==> src/shared/usc_pkg.sv <==
// constants, register layout and state types of the serial control block
package usc_pkg;
  // register byte offsets on the apb bus
  localparam logic [7:0] SERIAL_CONTROL_OFS = 8'h00;
  localparam logic [7:0] POWER_CONTROL_OFS = 8'h04;
  localparam logic [7:0] TXDATA_OFS = 8'h08;
  localparam logic [7:0] RXDATA_OFS = 8'h0c;
  localparam logic [7:0] MATCH_OFS = 8'h10;
  localparam logic [7:0] STATUS_OFS = 8'h14;
  // field positions in power_control and the match register
  localparam int POWER_CONTROL_DBL_BIT = 7;
  localparam int POWER_CONTROL_FES_BIT = 6;
  localparam int MATCH_GIVEN_LSB = 0;
  localparam int MATCH_BCAST_LSB = 8;
  // reset values
  localparam logic [7:0] SERIAL_CONTROL_RST = 8'h00;
  localparam logic [1:0] POWER_CONTROL_RST = 2'h0;
  localparam logic [7:0] GIVEN_RST = 8'h00;
  localparam logic [7:0] BCAST_RST = 8'hff;
  // ticks per bit before the doubler halves them
  localparam logic [5:0] M0_TICKS = 6'h04;
  localparam logic [5:0] UART_TICKS = 6'h20;
  // fifo geometry
  localparam int FIFO_WIDTH = 8;
  localparam int FIFO_DEPTH = 16;

  // serial_control register, msb first
  typedef struct packed {
    logic mode_select_low;
    logic mode_select_high;
    logic multiproc_enable;
    logic rx_enable;
    logic tx_ninth_bit;
    logic rx_ninth_bit;
    logic tx_done_flag;
    logic rx_done_flag;
  } usc_serial_control_s;

  // power_control bits that steer the serial port
  typedef struct packed {
    logic baud_doubler;
    logic frame_err_select;
  } usc_power_control_s;

  typedef enum logic [3:0] {
    TX_IDLE = 4'b0001,
    TX_START = 4'b0010,
    TX_DATA = 4'b0100,
    TX_STOP = 4'b1000
  } usc_tx_state_e;

  typedef enum logic [3:0] {
    RX_IDLE = 4'b0001,
    RX_START = 4'b0010,
    RX_DATA = 4'b0100,
    RX_STOP = 4'b1000
  } usc_rx_state_e;
endpackage

==> src/rtl/usc_top.sv <==
// serial port control: transmit fifo, apb registers, tx and rx engines
//
// Local design decisions: the register addresses and the APB interface to the registers.
`timescale 1ns/1ns

module usc_fifo #(
  parameter int WIDTH = 8,
  parameter int DEPTH = 16
) (
  input wire logic clk,
  input wire logic rst_n,
  input wire logic ce,
  input wire logic in_valid,
  output logic in_ready,
  input wire logic [WIDTH-1:0] in_data,
  output logic out_valid,
  input wire logic out_ready,
  output logic [WIDTH-1:0] out_data
);
  localparam int AW = $clog2(DEPTH);

  // depth must be a power of two for the wrap-bit pointers
  if (DEPTH < 2 || (1 << AW) != DEPTH) begin : g_chk
    $error("usc_fifo depth must be a power of two of at least 2");
  end

  logic [WIDTH-1:0] mem [DEPTH];
  logic [AW:0] wptr_reg;
  logic [AW:0] rptr_reg;

  // full when pointers differ only in the wrap bit
  assign in_ready = !((wptr_reg[AW] != rptr_reg[AW]) &&
                      (wptr_reg[AW-1:0] == rptr_reg[AW-1:0]));
  assign out_valid = (wptr_reg != rptr_reg);
  assign out_data = mem[rptr_reg[AW-1:0]];

  // write side
  always_ff @(posedge clk or negedge rst_n) begin
    if (!rst_n) begin
      wptr_reg <= '0;
    end else if (ce && in_valid && in_ready) begin
      wptr_reg <= wptr_reg + 1'b1;
    end
  end

  // storage array, no reset needed
  always_ff @(posedge clk) begin
    if (ce && in_valid && in_ready) begin
      mem[wptr_reg[AW-1:0]] <= in_data;
    end
  end

  // read side
  always_ff @(posedge clk or negedge rst_n) begin
    if (!rst_n) begin
      rptr_reg <= '0;
    end else if (ce && out_valid && out_ready) begin
      rptr_reg <= rptr_reg + 1'b1;
    end
  end
endmodule // usc_fifo

module usc_top (
  input wire logic pclk,
  input wire logic presetn,
  input wire logic pclk_en,
  input wire logic psel,
  input wire logic penable,
  input wire logic pwrite,
  input wire logic [7:0] paddr,
  input wire logic [31:0] pwdata,
  output logic [31:0] prdata,
  output logic pready,
  output logic pslverr,
  input wire logic timer1_ovf,
  input wire logic rxd_in,
  output logic rxd_out,
  output logic rxd_oe,
  output logic txd
);
  usc_pkg::usc_serial_control_s serial_control_reg;
  usc_pkg::usc_power_control_s power_control_reg;
  usc_pkg::usc_tx_state_e tx_st_reg;
  usc_pkg::usc_rx_state_e rx_st_reg;
  logic frame_err_reg;
  logic [7:0] given_reg;
  logic [7:0] bcast_reg;
  logic [7:0] rx_data_reg;
  logic [31:0] prdata_reg;
  logic pslverr_reg;
  logic s1_reg, s2_reg, s3_reg, rx_filt_reg, rx_prev_reg;
  logic [5:0] tx_cnt_reg, rx_cnt_reg;
  logic [3:0] tx_bit_reg, rx_bit_reg;
  logic [8:0] tx_shift_reg, rx_shift_reg;
  logic txd_reg, rxd_out_reg, rxd_oe_reg;
  logic mode0, mode1, nine, fast, tick;
  logic [5:0] tpb, half;
  logic tx_end, rx_mid, rx_end, rx_set, accept, addr_hit;
  logic [7:0] rx_byte;
  logic acc, wr, rd_ok, tx_push, fifo_in_ready, fifo_valid, fifo_pop;
  logic [7:0] fifo_data;
  logic clk_lvl;

  // mode decode from the two mode bits
  assign mode0 = !serial_control_reg.mode_select_low && !serial_control_reg.mode_select_high;
  assign mode1 = !serial_control_reg.mode_select_low && serial_control_reg.mode_select_high;
  assign nine = serial_control_reg.mode_select_low;

  // timer clock select
  // system clock drives mode 2, and shift mode with tx_ninth_bit clear; timer overflow otherwise
  assign fast = (mode0 && !serial_control_reg.tx_ninth_bit) ||
                (nine && !serial_control_reg.mode_select_high);
  assign tick = pclk_en && (fast || timer1_ovf);

  assign tpb = (mode0 ? usc_pkg::M0_TICKS : usc_pkg::UART_TICKS) >>
               power_control_reg.baud_doubler;
  assign half = tpb >> 1;

  // apb decode: one wait-free access, stalls only on a full fifo
  assign acc = psel && penable && pclk_en;
  assign tx_push = acc && pwrite && (paddr == usc_pkg::TXDATA_OFS);
  assign pready = !(psel && penable && pwrite &&
                    (paddr == usc_pkg::TXDATA_OFS) && !fifo_in_ready);
  assign wr = acc && pwrite && pready;
  assign rd_ok = (paddr == usc_pkg::SERIAL_CONTROL_OFS) ||
                 (paddr == usc_pkg::POWER_CONTROL_OFS) ||
                 (paddr == usc_pkg::TXDATA_OFS) ||
                 (paddr == usc_pkg::RXDATA_OFS) ||
                 (paddr == usc_pkg::MATCH_OFS) ||
                 (paddr == usc_pkg::STATUS_OFS);
  assign prdata = prdata_reg;
  assign pslverr = pslverr_reg && psel && penable;

  // read data captured in the setup cycle
  always_ff @(posedge pclk or negedge presetn) begin
    if (!presetn) begin
      prdata_reg <= 32'h0000_0000;
      pslverr_reg <= 1'b0;
    end else if (pclk_en && psel && !penable) begin
      pslverr_reg <= !rd_ok;
      case (paddr)
        usc_pkg::SERIAL_CONTROL_OFS: prdata_reg <= {24'h000000,
          (power_control_reg.frame_err_select ? frame_err_reg :
           serial_control_reg.mode_select_low), serial_control_reg[6:0]};
        usc_pkg::POWER_CONTROL_OFS: prdata_reg <= {24'h000000, power_control_reg, 6'h00};
        usc_pkg::RXDATA_OFS: prdata_reg <= {24'h000000, rx_data_reg};
        usc_pkg::MATCH_OFS: prdata_reg <= {16'h0000, bcast_reg, given_reg};
        usc_pkg::STATUS_OFS: prdata_reg <= {28'h0000000, !fifo_in_ready,
          fifo_valid, rx_st_reg != usc_pkg::RX_IDLE,
          tx_st_reg != usc_pkg::TX_IDLE};
        default: prdata_reg <= 32'h0000_0000;
      endcase
    end
  end

  // power_control and match registers
  always_ff @(posedge pclk or negedge presetn) begin
    if (!presetn) begin
      power_control_reg <= usc_pkg::POWER_CONTROL_RST;
      given_reg <= usc_pkg::GIVEN_RST;
      bcast_reg <= usc_pkg::BCAST_RST;
    end else if (wr && paddr == usc_pkg::POWER_CONTROL_OFS) begin
      power_control_reg.frame_err_select <= pwdata[usc_pkg::POWER_CONTROL_FES_BIT];
      power_control_reg.baud_doubler <= pwdata[usc_pkg::POWER_CONTROL_DBL_BIT];
    end else if (wr && paddr == usc_pkg::MATCH_OFS) begin
      given_reg <= pwdata[usc_pkg::MATCH_GIVEN_LSB +: 8];
      bcast_reg <= pwdata[usc_pkg::MATCH_BCAST_LSB +: 8];
    end
  end

  // serial_control: software writes first, hardware sets win
  always_ff @(posedge pclk or negedge presetn) begin
    if (!presetn) begin
      serial_control_reg <= usc_pkg::SERIAL_CONTROL_RST;
      frame_err_reg <= 1'b0;
      rx_data_reg <= 8'h00;
    end else if (pclk_en) begin
      if (wr && paddr == usc_pkg::SERIAL_CONTROL_OFS) begin
        if (!power_control_reg.frame_err_select) begin
          serial_control_reg.mode_select_low <= pwdata[7];
        end else begin
          frame_err_reg <= pwdata[7];
        end
        serial_control_reg[6:0] <= pwdata[6:0];
      end
      if (tx_end && tx_st_reg == usc_pkg::TX_DATA && tx_bit_reg == 4'h7 &&
          !nine) begin
        serial_control_reg.tx_done_flag <= 1'b1;
      end else if (tx_end && tx_st_reg == usc_pkg::TX_DATA &&
                   tx_bit_reg == 4'h8) begin
        serial_control_reg.tx_done_flag <= 1'b1;
      end
      if (rx_st_reg == usc_pkg::RX_STOP && rx_mid && !rx_filt_reg) begin
        frame_err_reg <= 1'b1;
      end
      if (rx_set) begin
        serial_control_reg.rx_done_flag <= 1'b1;
        rx_data_reg <= rx_byte;
        if (nine) begin
          serial_control_reg.rx_ninth_bit <= rx_shift_reg[8];
        end else if (mode1 && !serial_control_reg.multiproc_enable) begin
          serial_control_reg.rx_ninth_bit <= rx_filt_reg;
        end
      end
    end
  end

  // transmit fifo in the data path
  usc_fifo #(
    .WIDTH(usc_pkg::FIFO_WIDTH),
    .DEPTH(usc_pkg::FIFO_DEPTH)
  ) u_txfifo (
    .clk(pclk),
    .rst_n(presetn),
    .ce(pclk_en),
    .in_valid(tx_push),
    .in_ready(fifo_in_ready),
    .in_data(pwdata[7:0]),
    .out_valid(fifo_valid),
    .out_ready(fifo_pop),
    .out_data(fifo_data)
  );

  // a byte leaves the fifo only when the shifter is free
  assign fifo_pop = (tx_st_reg == usc_pkg::TX_IDLE) &&
                    (rx_st_reg == usc_pkg::RX_IDLE || !mode0);
  assign tx_end = tick && (tx_cnt_reg == tpb - 6'h01);

  // transmit engine
  always_ff @(posedge pclk or negedge presetn) begin
    if (!presetn) begin
      tx_st_reg <= usc_pkg::TX_IDLE;
      tx_cnt_reg <= 6'h00;
      tx_bit_reg <= 4'h0;
      tx_shift_reg <= 9'h1ff;
    end else if (pclk_en) begin
      case (tx_st_reg)
        usc_pkg::TX_IDLE: begin
          tx_cnt_reg <= 6'h00;
          tx_bit_reg <= 4'h0;
          if (fifo_valid && fifo_pop) begin
            tx_shift_reg <= {serial_control_reg.tx_ninth_bit, fifo_data};
            tx_st_reg <= mode0 ? usc_pkg::TX_DATA : usc_pkg::TX_START;
          end
        end
        usc_pkg::TX_START: begin
          if (tick) tx_cnt_reg <= tx_end ? 6'h00 : tx_cnt_reg + 6'h01;
          if (tx_end) tx_st_reg <= usc_pkg::TX_DATA;
        end
        usc_pkg::TX_DATA: begin
          if (tick) tx_cnt_reg <= tx_end ? 6'h00 : tx_cnt_reg + 6'h01;
          if (tx_end) begin
            tx_shift_reg <= {1'b1, tx_shift_reg[8:1]};
            tx_bit_reg <= tx_bit_reg + 4'h1;
            if (tx_bit_reg == (nine ? 4'h8 : 4'h7)) begin
              tx_st_reg <= mode0 ? usc_pkg::TX_IDLE : usc_pkg::TX_STOP;
            end
          end
        end
        usc_pkg::TX_STOP: begin
          if (tick) tx_cnt_reg <= tx_end ? 6'h00 : tx_cnt_reg + 6'h01;
          if (tx_end) tx_st_reg <= usc_pkg::TX_IDLE;
        end
        default: tx_st_reg <= usc_pkg::TX_IDLE;
      endcase
    end
  end

  // pin input: three flops, a change counts when the last two agree
  always_ff @(posedge pclk or negedge presetn) begin
    if (!presetn) begin
      s1_reg <= 1'b1;
      s2_reg <= 1'b1;
      s3_reg <= 1'b1;
      rx_filt_reg <= 1'b1;
      rx_prev_reg <= 1'b1;
    end else if (pclk_en) begin
      s1_reg <= rxd_in;
      s2_reg <= s1_reg;
      s3_reg <= s2_reg;
      if (s2_reg == s3_reg) rx_filt_reg <= s3_reg;
      rx_prev_reg <= rx_filt_reg;
    end
  end

  assign rx_mid = tick && (rx_cnt_reg == half - 6'h01);
  assign rx_end = tick && (rx_cnt_reg == tpb - 6'h01);
  assign rx_byte = nine ? rx_shift_reg[7:0] : rx_shift_reg[8:1];
  assign addr_hit = (rx_byte == given_reg) || (rx_byte == bcast_reg);

  assign accept = !serial_control_reg.multiproc_enable ? 1'b1 :
                  nine ? (rx_shift_reg[8] && addr_hit) :
                  (rx_filt_reg && addr_hit);
  assign rx_set = pclk_en &&
    ((rx_st_reg == usc_pkg::RX_STOP && rx_mid && accept) ||
     (mode0 && rx_st_reg == usc_pkg::RX_DATA && rx_end &&
      rx_bit_reg == 4'h8));

  // receive engine
  always_ff @(posedge pclk or negedge presetn) begin
    if (!presetn) begin
      rx_st_reg <= usc_pkg::RX_IDLE;
      rx_cnt_reg <= 6'h00;
      rx_bit_reg <= 4'h0;
      rx_shift_reg <= 9'h000;
    end else if (pclk_en) begin
      case (rx_st_reg)
        usc_pkg::RX_IDLE: begin
          rx_cnt_reg <= 6'h00;
          rx_bit_reg <= 4'h0;
          if (serial_control_reg.rx_enable) begin
            if (mode0 && !serial_control_reg.rx_done_flag &&
                tx_st_reg == usc_pkg::TX_IDLE && !fifo_valid) begin
              rx_st_reg <= usc_pkg::RX_DATA;
            end else if (!mode0 && rx_prev_reg && !rx_filt_reg) begin
              rx_st_reg <= usc_pkg::RX_START;
            end
          end
        end
        usc_pkg::RX_START: begin
          if (tick) rx_cnt_reg <= rx_end ? 6'h00 : rx_cnt_reg + 6'h01;
          if (rx_mid && rx_filt_reg) begin
            rx_st_reg <= usc_pkg::RX_IDLE;
          end else if (rx_end) begin
            rx_st_reg <= usc_pkg::RX_DATA;
          end
        end
        usc_pkg::RX_DATA: begin
          if (tick) rx_cnt_reg <= rx_end ? 6'h00 : rx_cnt_reg + 6'h01;
          if (rx_mid) begin
            rx_shift_reg <= {rx_filt_reg, rx_shift_reg[8:1]};
            rx_bit_reg <= rx_bit_reg + 4'h1;
          end
          if (rx_end && rx_bit_reg == (nine ? 4'h9 : 4'h8)) begin
            rx_st_reg <= mode0 ? usc_pkg::RX_IDLE : usc_pkg::RX_STOP;
          end
        end
        usc_pkg::RX_STOP: begin
          if (tick) rx_cnt_reg <= rx_cnt_reg + 6'h01;
          if (rx_mid) rx_st_reg <= usc_pkg::RX_IDLE;
        end
        default: rx_st_reg <= usc_pkg::RX_IDLE;
      endcase
    end
  end

  // idle at inverse level
  // shift clock pulses away from idle in the first half of each bit
  always_comb begin
    clk_lvl = !serial_control_reg.multiproc_enable;
    if (tx_st_reg == usc_pkg::TX_DATA && tx_cnt_reg < half) begin
      clk_lvl = serial_control_reg.multiproc_enable;
    end
    if (rx_st_reg == usc_pkg::RX_DATA && rx_cnt_reg < half) begin
      clk_lvl = serial_control_reg.multiproc_enable;
    end
  end

  // registered pin drivers
  always_ff @(posedge pclk or negedge presetn) begin
    if (!presetn) begin
      txd_reg <= 1'b1;
      rxd_out_reg <= 1'b1;
      rxd_oe_reg <= 1'b0;
    end else if (pclk_en) begin
      if (mode0) begin
        txd_reg <= clk_lvl;
        rxd_out_reg <= tx_shift_reg[0];
        rxd_oe_reg <= (tx_st_reg == usc_pkg::TX_DATA);
      end else begin
        txd_reg <= (tx_st_reg == usc_pkg::TX_START) ? 1'b0 :
                   (tx_st_reg == usc_pkg::TX_DATA) ? tx_shift_reg[0] : 1'b1;
        rxd_out_reg <= 1'b1;
        rxd_oe_reg <= 1'b0;
      end
    end
  end

  assign txd = txd_reg;
  assign rxd_out = rxd_out_reg;
  assign rxd_oe = rxd_oe_reg;
endmodule // usc_top

==> config.mk <==
export PLATFORM = sky130hd
export DESIGN_NAME = usc_top
export DESIGN_NICKNAME = d
export VERILOG_FILES = /design/src/shared/usc_pkg.sv /design/src/rtl/usc_top.sv
export SDC_FILE = /design/constraint.sdc
export NUM_CORES = 1
export LEC_CHECK = 0
export BUFFER_PORTS_ARGS = -buffer_cell sky130_fd_sc_hd__buf_4
export CAP_MARGIN = 10
export CORE_MARGIN = 3
export CORE_UTILIZATION = 59
export CTS_BUF_LIST = sky130_fd_sc_hd__clkbuf_8
export DETAILED_ROUTE_END_ITERATION = 12
export HOLD_SLACK_MARGIN = 0.15
export PLACE_DENSITY = 0.79
export SETUP_SLACK_MARGIN = 0.1
export SYNTH_ARGS = -nofsm -noshare
export SYNTH_HDL_FRONTEND = slang
export SYNTH_SLANG_ARGS = --single-unit
==> constraint.sdc <==
create_clock -name pclk -period 3 [get_ports pclk]
set_input_delay 0.3 -clock pclk [delete_from_list [all_inputs] [get_ports pclk]]
set_output_delay 0.3 -clock pclk [all_outputs]
set_load 0.1 [all_outputs]
* After elaboration in Yosys (flattened, before gate mapping)
Memories as Yosys holds them, arrays and structs flattened.
Index checks and enable logic that the tools add are counted.
** Operators by class
- Add/subtract/negate cells :: 8
- Magnitude comparators :: 2
- Equal/unequal tests :: 43
- Shift operators :: 1
- Multiplexer cells :: 57
- Bitwise logic cells :: 2
- Reduce and logical (&&, ||, !) cells :: 102
** Operators by type and width (count)
- 16-bit case mux with 5 select lines :: 1
- 4-bit 2-to-1 mux :: 16
- 1-bit logical AND :: 53
- 6-bit 2-to-1 mux :: 6
- 4-bit case mux with 4 select lines :: 2
- 1-bit 2-to-1 mux :: 22
- 6-bit equality test :: 3
- 9-bit 2-to-1 mux :: 2
- 6-bit case mux with 3 select lines :: 1
- 9-bit case mux with 2 select lines :: 1
- 3-bit AND reduction :: 6
- 4-bit equality test (second input constant) :: 4
- 8-bit by 4-bit equality test with 1-bit output (second input constant) :: 2
- 8-bit by 5-bit equality test with 1-bit output (second input constant) :: 2
- 8-bit equality test :: 2
- 2-bit != test (second input constant) :: 8
- 4-bit case mux with 2 select lines :: 2
- 6-bit by 1-bit adder with 6-bit output (second input constant) :: 2
- 4-bit by 3-bit equality test with 1-bit output (second input constant) :: 3
- 4-bit equality test :: 3
- 1-bit zero test :: 12
- 6-bit by 5-bit less-than comparator with 1-bit output :: 2
- 6-bit case mux with 2 select lines :: 1
- 2-bit AND reduction :: 6
- other kinds (26) :: 53
** Word-level totals
- Bits in registers :: 132
- Memory bits (writable) :: 128
- Bits of input ports :: 48
- Output and inout bits :: 37
- Logic and storage cells :: 250
- Memories kept :: 1
** Memory list
- u_txfifo.mem :: depth 16, width 8, read ports 1, clocked after Yosys merged registers in 0, wr ports 1, RTL line usc_top.sv:27 : logic [WIDTH-1:0] mem [DEPTH];

* Depth between registers and ports, before layout
- Word-level depth :: 13
- Depth in mapped cells :: 13

* Cells and area by module
Synthesis repeated with hierarchy kept, for this count alone.
** Unflattened totals
- Cells, all modules :: 948
- Area total of the unflattened synthesis :: 11843.9 sq um
** By module, submodules not included
- usc_top :: times used 1, cells each 630, area each 6194.7 sq um, seq. area each 2685.1 sq um
- usc_fifo :: times used 1, cells each 318, area each 5649.2 sq um, seq. area each 4093.9 sq um

* Least setup slack after synthesis
OpenSTA, ideal clock, no wires.
- Kind :: in2reg
- Start point :: in paddr[1]
- End point :: mem u_txfifo.mem[3][0] (enable)
- Setup time :: 383 ps
- Arrival time :: 2511 ps
- Path slack :: 105 ps
- Stages :: 6
- Cells stage by stage :: or4_4 > nor3_4 > nand2_1 > nor4_2 > nand2_1 > nor3_1
** On the way
- Word-level cells in the longest chain between the ends :: 6
** Ends and longest elaborated chain
- start, declared :: RTL line usc_top.sv:70 : input wire logic [7:0] paddr,
- 8-bit by 4-bit equality test with 1-bit output :: RTL line usc_top.sv:121 : assign tx_push = acc && pwrite && (paddr == usc_pkg::TXDATA_OFS);
- 1-bit logical AND :: RTL line usc_top.sv:121
- 1-bit logical AND (2 in a row) :: RTL line usc_top.sv:48 : if (ce && in_valid && in_ready) begin
- 1-bit 2-to-1 mux :: RTL line usc_top.sv:48
- 1-bit 2-to-1 mux (implied by the code) :: RTL line usc_top.sv:49 : mem[wptr_reg[AW-1:0]] <= in_data;
- end, declared :: RTL line usc_top.sv:27
No other way between the ends.

* Final worst setup path
- Start point :: reg serial_control_reg[6] (netlist name)
- End point :: reg tx_st_reg[3]
** On the way
- Word-level cells in the longest chain between the ends :: 9
- Elaborated cells on any way between the ends :: 25
** Ends and longest elaborated chain
- start, declared :: RTL line usc_top.sv:81 : usc_pkg::usc_serial_control_s serial_control_reg;
- start signal, assigned :: RTL line usc_top.sv:174 : serial_control_reg <= usc_pkg::SERIAL_CONTROL_RST;
- 1-bit zero test (*) :: RTL line usc_top.sv:105, usc_top.sv:112
- 1-bit logical AND :: RTL line usc_top.sv:105 : assign mode0 = !serial_control_reg.mode_select_low && !serial_control_reg.mode_select_high;
- 6-bit 2-to-1 mux / 1-bit logical AND (equally long branches) :: RTL line usc_top.sv:115, usc_top.sv:111
- 6-bit by 1-bit >> shifter with 6-bit output / 1-bit logical OR (equally long branches) :: RTL line usc_top.sv:115, usc_top.sv:111
- 6-bit by 1-bit subtractor with 6-bit output / 1-bit logical OR (equally long branches) :: RTL line usc_top.sv:227, usc_top.sv:113
- 6-bit equality test / 1-bit logical AND (equally long branches) :: RTL line usc_top.sv:227, usc_top.sv:113
- 1-bit logical AND :: RTL line usc_top.sv:227 : assign tx_end = tick && (tx_cnt_reg == tpb - 6'h01);
- 2-bit != test (no line)
- 6-bit AND reduction (no line)
- end signal, assigned :: RTL line usc_top.sv:232 : tx_st_reg <= usc_pkg::TX_IDLE;
- end signal, assigned :: RTL line usc_top.sv:243 : tx_st_reg <= mode0 ? usc_pkg::TX_DATA : usc_pkg::TX_START;
- end signal, assigned :: RTL line usc_top.sv:248 : if (tx_end) tx_st_reg <= usc_pkg::TX_DATA;
- end, declared :: RTL line usc_top.sv:83 : usc_pkg::usc_tx_state_e tx_st_reg;
Every way passes the cells marked *; elsewhere a longest branch is shown, timed or not. The select of a mux whose other input is x is not followed.
A chain may end at the register's enable or synchronous reset.

==> summary.md <==
| Metric | Value |
|---|---|
| Tcrit/Tclk final | `92.5%` |
| # rows | `51` |
| Fin crit period | `2.77 ns` |
| DRT Wirelength | `27200 um` |
| Clk_skew | `0.0322 ns` |
| H-tree levels | `2` |
| Post-Synth Adder-Cell Area | `1.89%` |
| Mapped cell area | `11900 sq um` |
| HPWL Detailed | `17700 um` |
| Hold slack | `0.193 ns` |
| Clk pin slew, worst setup/hold paths | `0.06 ns` |
| Xor/xnor share of the synthesized area | `3.31%` |
| Setup violators final | `0` |
| Global route overflow | `0` |
| Avg Inst Size Synth | `12.3 sq um` |
| Hold Path End | `pslverr_reg` |
| Setup slack, reg-to-reg | `0.23 ns` |
| Peak VDD IR | `0.489 mV` |
| Initial Util | `60.5%` |
| Placed Instance Area | `12600 sq um` |
| Tot GR Track Use | `25.5%` |
| Switching share of power | `31.8%` |
| Final Hold Violating Endpoints | `0` |
| CP Launch Type | `flip-flop` |
| IO Count | `85` |
| Nets | `1128` |
| First-pass GRT wire length | `43800 um` |
| Critical path fanouts, max | `15` |
| FF-to-FF End | `tx_st_reg[3]` |
| Layout Cell Area excl Fill | `13600 sq um` |
| Measured slew at the worst slew-check pin | `0.604 ns` |
| PortBufs | `52` |
| Worst Path Required | `3.42 ns` |
| Design Power | `0.00951 W` |
| WL per Instance | `20.0 um` |
| Sequential fraction of the synthesis area | `57.0%` |
| Synth area leaders | `edfxtp_1 32%, dfrtp_1 19%, mux4_2 6.1%, dfstp_2 5.7%, mux2_2 4.4%` |
| Largest buffer count on any clock path | `3` |
| EDFF count, synth | `128` |
| Postcts setup bufs | `0` |
| Synth Instances | `967` |
| WHS Path Cells | `3` |
| Residual DRC count | `0` |
| Clock network power share | `30.0%` |
| Compound-gate portion of the synthesized area | `8.52%` |
| Die H | `148 um` |
| Core area | `19700 sq um` |
| Sequential power share | `42.6%` |
| CP Class | `flip-flop to flip-flop` |
| Max reg flops | `128` |
| LEAKAGE | `5.40 nW` |
| Top-count cell post-synth | `edfxtp_1` |
| Worst-path cell with the longest stage delay | `dfrtp_2` |
| ANT cells | `0` |
| P per Cell Area | `698 nW/um^2` |
| Rel. slew slack | `59.2%` |
| Mux cell area share after synthesis | `12.4%` |
| Yosys warns | `0` |
| Top cell type's share of synthesized area | `32.3%` |
| Die Wd | `148 um` |
| Internal | `0.00648 W` |
| Leading area contributor after synthesis | `edfxtp_1` |
| Die ar. | `21900 sq um` |
| CTS tree | `built` |
| Share of post-route cells with drive strength above 1 | `25.2%` |
| Cells on worst reg2reg path | `6` |
| Max frequency | `360 MHz` |
| Logic pwr share | `27.4%` |
| Critical path arrival | `3.20 ns` |
| P&R area growth vs syn | `14.5%` |
| Worst-path cell chain | `and2b_2 -> or3_1 -> or4b_1 -> or2_1 -> a221o_2 -> mux2_4` |
| NetSw | `0.00302 W` |
| Simple-gate share of the synthesized area | `12.5%` |
| Tightest Hold Check Type | `primary input to flip-flop` |
| RR Startpoint | `serial_control_reg[6]` |
| Synth Flop Type | `edfxtp_1` |
| Routability cong. | `0.913` |
| Detailed Routing Iterations Pass 1 | `5` |
| Ys async rst share | `47.5%` |
| Fin worst setup slack | `0.226 ns` |
| Hold path start | `paddr[4]` |
| Sink Count | `244` |
| Largest family of logic cells by synthesized area | `simple AND/OR/NAND/NOR gates` |
| Fillers | `1346` |
| RSZ-0062 raised after global routing | `yes` |
| Post-route ant nets | `0` |
| Pre-CTS WS | `0.100 ns` |
| Initial antenna violation count | `1` |
| Vias in the first global route | `8120` |
| Netlist cell types | `78` |
| Iter 0 DRT Violations | `867` |
| Max-cap check violation count | `0` |
| Status | `completed` |
| Vias per cell | `6.04` |
| Pin count of the biggest net entering global routing | `88` |
| Root Buffer | `clkbuf_8` |
| Register bit total from synthesis | `244` |
| Critical Path End Type | `flip-flop` |
| Total number of vias | `8204` |
| Final TNS setup | `0 ns` |
| Worst-skew pair later-pin latency | `0.56 ns` |
| Synth cell count leaders | `128 x edfxtp_1, 104 x nand2_1, 90 x dfrtp_1` |
| CTS buffer count | `40` |
| Final Max Slew Viols | `0` |
| Critical Path Max Stage Delay | `0.50 ns` |
-- cell type report --
class,instances,area (sq um),share of cell area [%]
clock buffers,50,688,5.05
clock inverters,24,120,0.882
inverters,20,75.1,0.551
multi-input cells,640,4680,34.3
flip-flops and latches,244,6780,49.8
well taps,265,332,2.43
repair buffers,116,950,6.97
-- worst max-delay path by stage --
stage | cells past startpoint | from | slack (ns) | endpoint
2_1_floorplan | 6 | paddr[1] | 0.11 | u_txfifo.mem[3][0]
3_3_place_gp | 8 | paddr[1] | 0.19 | u_txfifo.mem[3][6]
3_5_place_dp | 8 | paddr[1] | 0.10 | u_txfifo.mem[3][4]
4_1_cts | 9 | nine | 0.15 | rx_data_reg[5]
5_1_grt | 9 | nine | 0.1 | rx_data_reg[5]
6_report | 6 | serial_control_reg[6] | 0.23 | tx_st_reg[3]
-- cells in the final DEF, fill, tap and decap left out, drive strengths merged, types with 18 or more instances in the layout --
master,n
buf,96
dfrtp,90
a211oi,24
mux2i,21
nor2,77
dlygate4sd3,20
edfxtp,128
clkbuf,50
inv,40
nand2,104
ha,18
nor3,19
mux4,32
dfstp,26
xnor2,31
a21oi,18
mux2,48
o21ai,55
-- per-stage QoR --
step,cells,utilization [%]
6_report,1359,69.3
5_1_grt,1359,69.3
4_1_cts,1359,69.2
3_5_place_dp,1265,64.1
3_3_place_gp,1265,64.1
2_1_floorplan,982,-
-- power by group through the flow --
stage / combinational (W) / clock [W] / sequential [W]
6_report: 0.00261 / 0.00285 / 0.00405
3_3_place_gp: 0.00250 / 0 / 0.00409
4_1_cts: 0.00261 / 0.00290 / 0.00404
5_1_grt: 0.00285 / 0.00305 / 0.00407
3_5_place_dp: 0.00257 / 0 / 0.00410
2_1_floorplan: 0.00191 / 0 / 0.00409
-- critical path, delay by kind of cell (launching register included) --
| family | cells | cell delay [ns] |
|---|---|---|
| compound gates | 1 | 0.44 |
| flops | 1 | 0.50 |
| mux | 1 | 0.31 |
| simple gates | 4 | 1.39 |
-- cells by family after synthesis --
family                     Yosys count
DFF                                244
and+or+nand+nor                    305
muxes                              101
buffers and inverters               98
xor gates and xnor gates            45
AOI/OAI and AO/OA                  155
adders and majority gates           18
other                                1
-- metal layers --
metal  global-route usage, %  vias up  share of wire (%)
li1                        -     3727                  -
met1                    36.2     4082                 42
met2                    39.7      330                 47
met3                    5.06       63                7.5
met4                    9.10        2                3.1
met5                       0        -              0.029
-- repair_timing --
item,in CTS,in global routing
hold buffers,20,0
resized for setup,1,5
endpoints found under the hold margin,155,0
endpoints found under the setup margin,3,13
(Power assumes the default switching activity.)
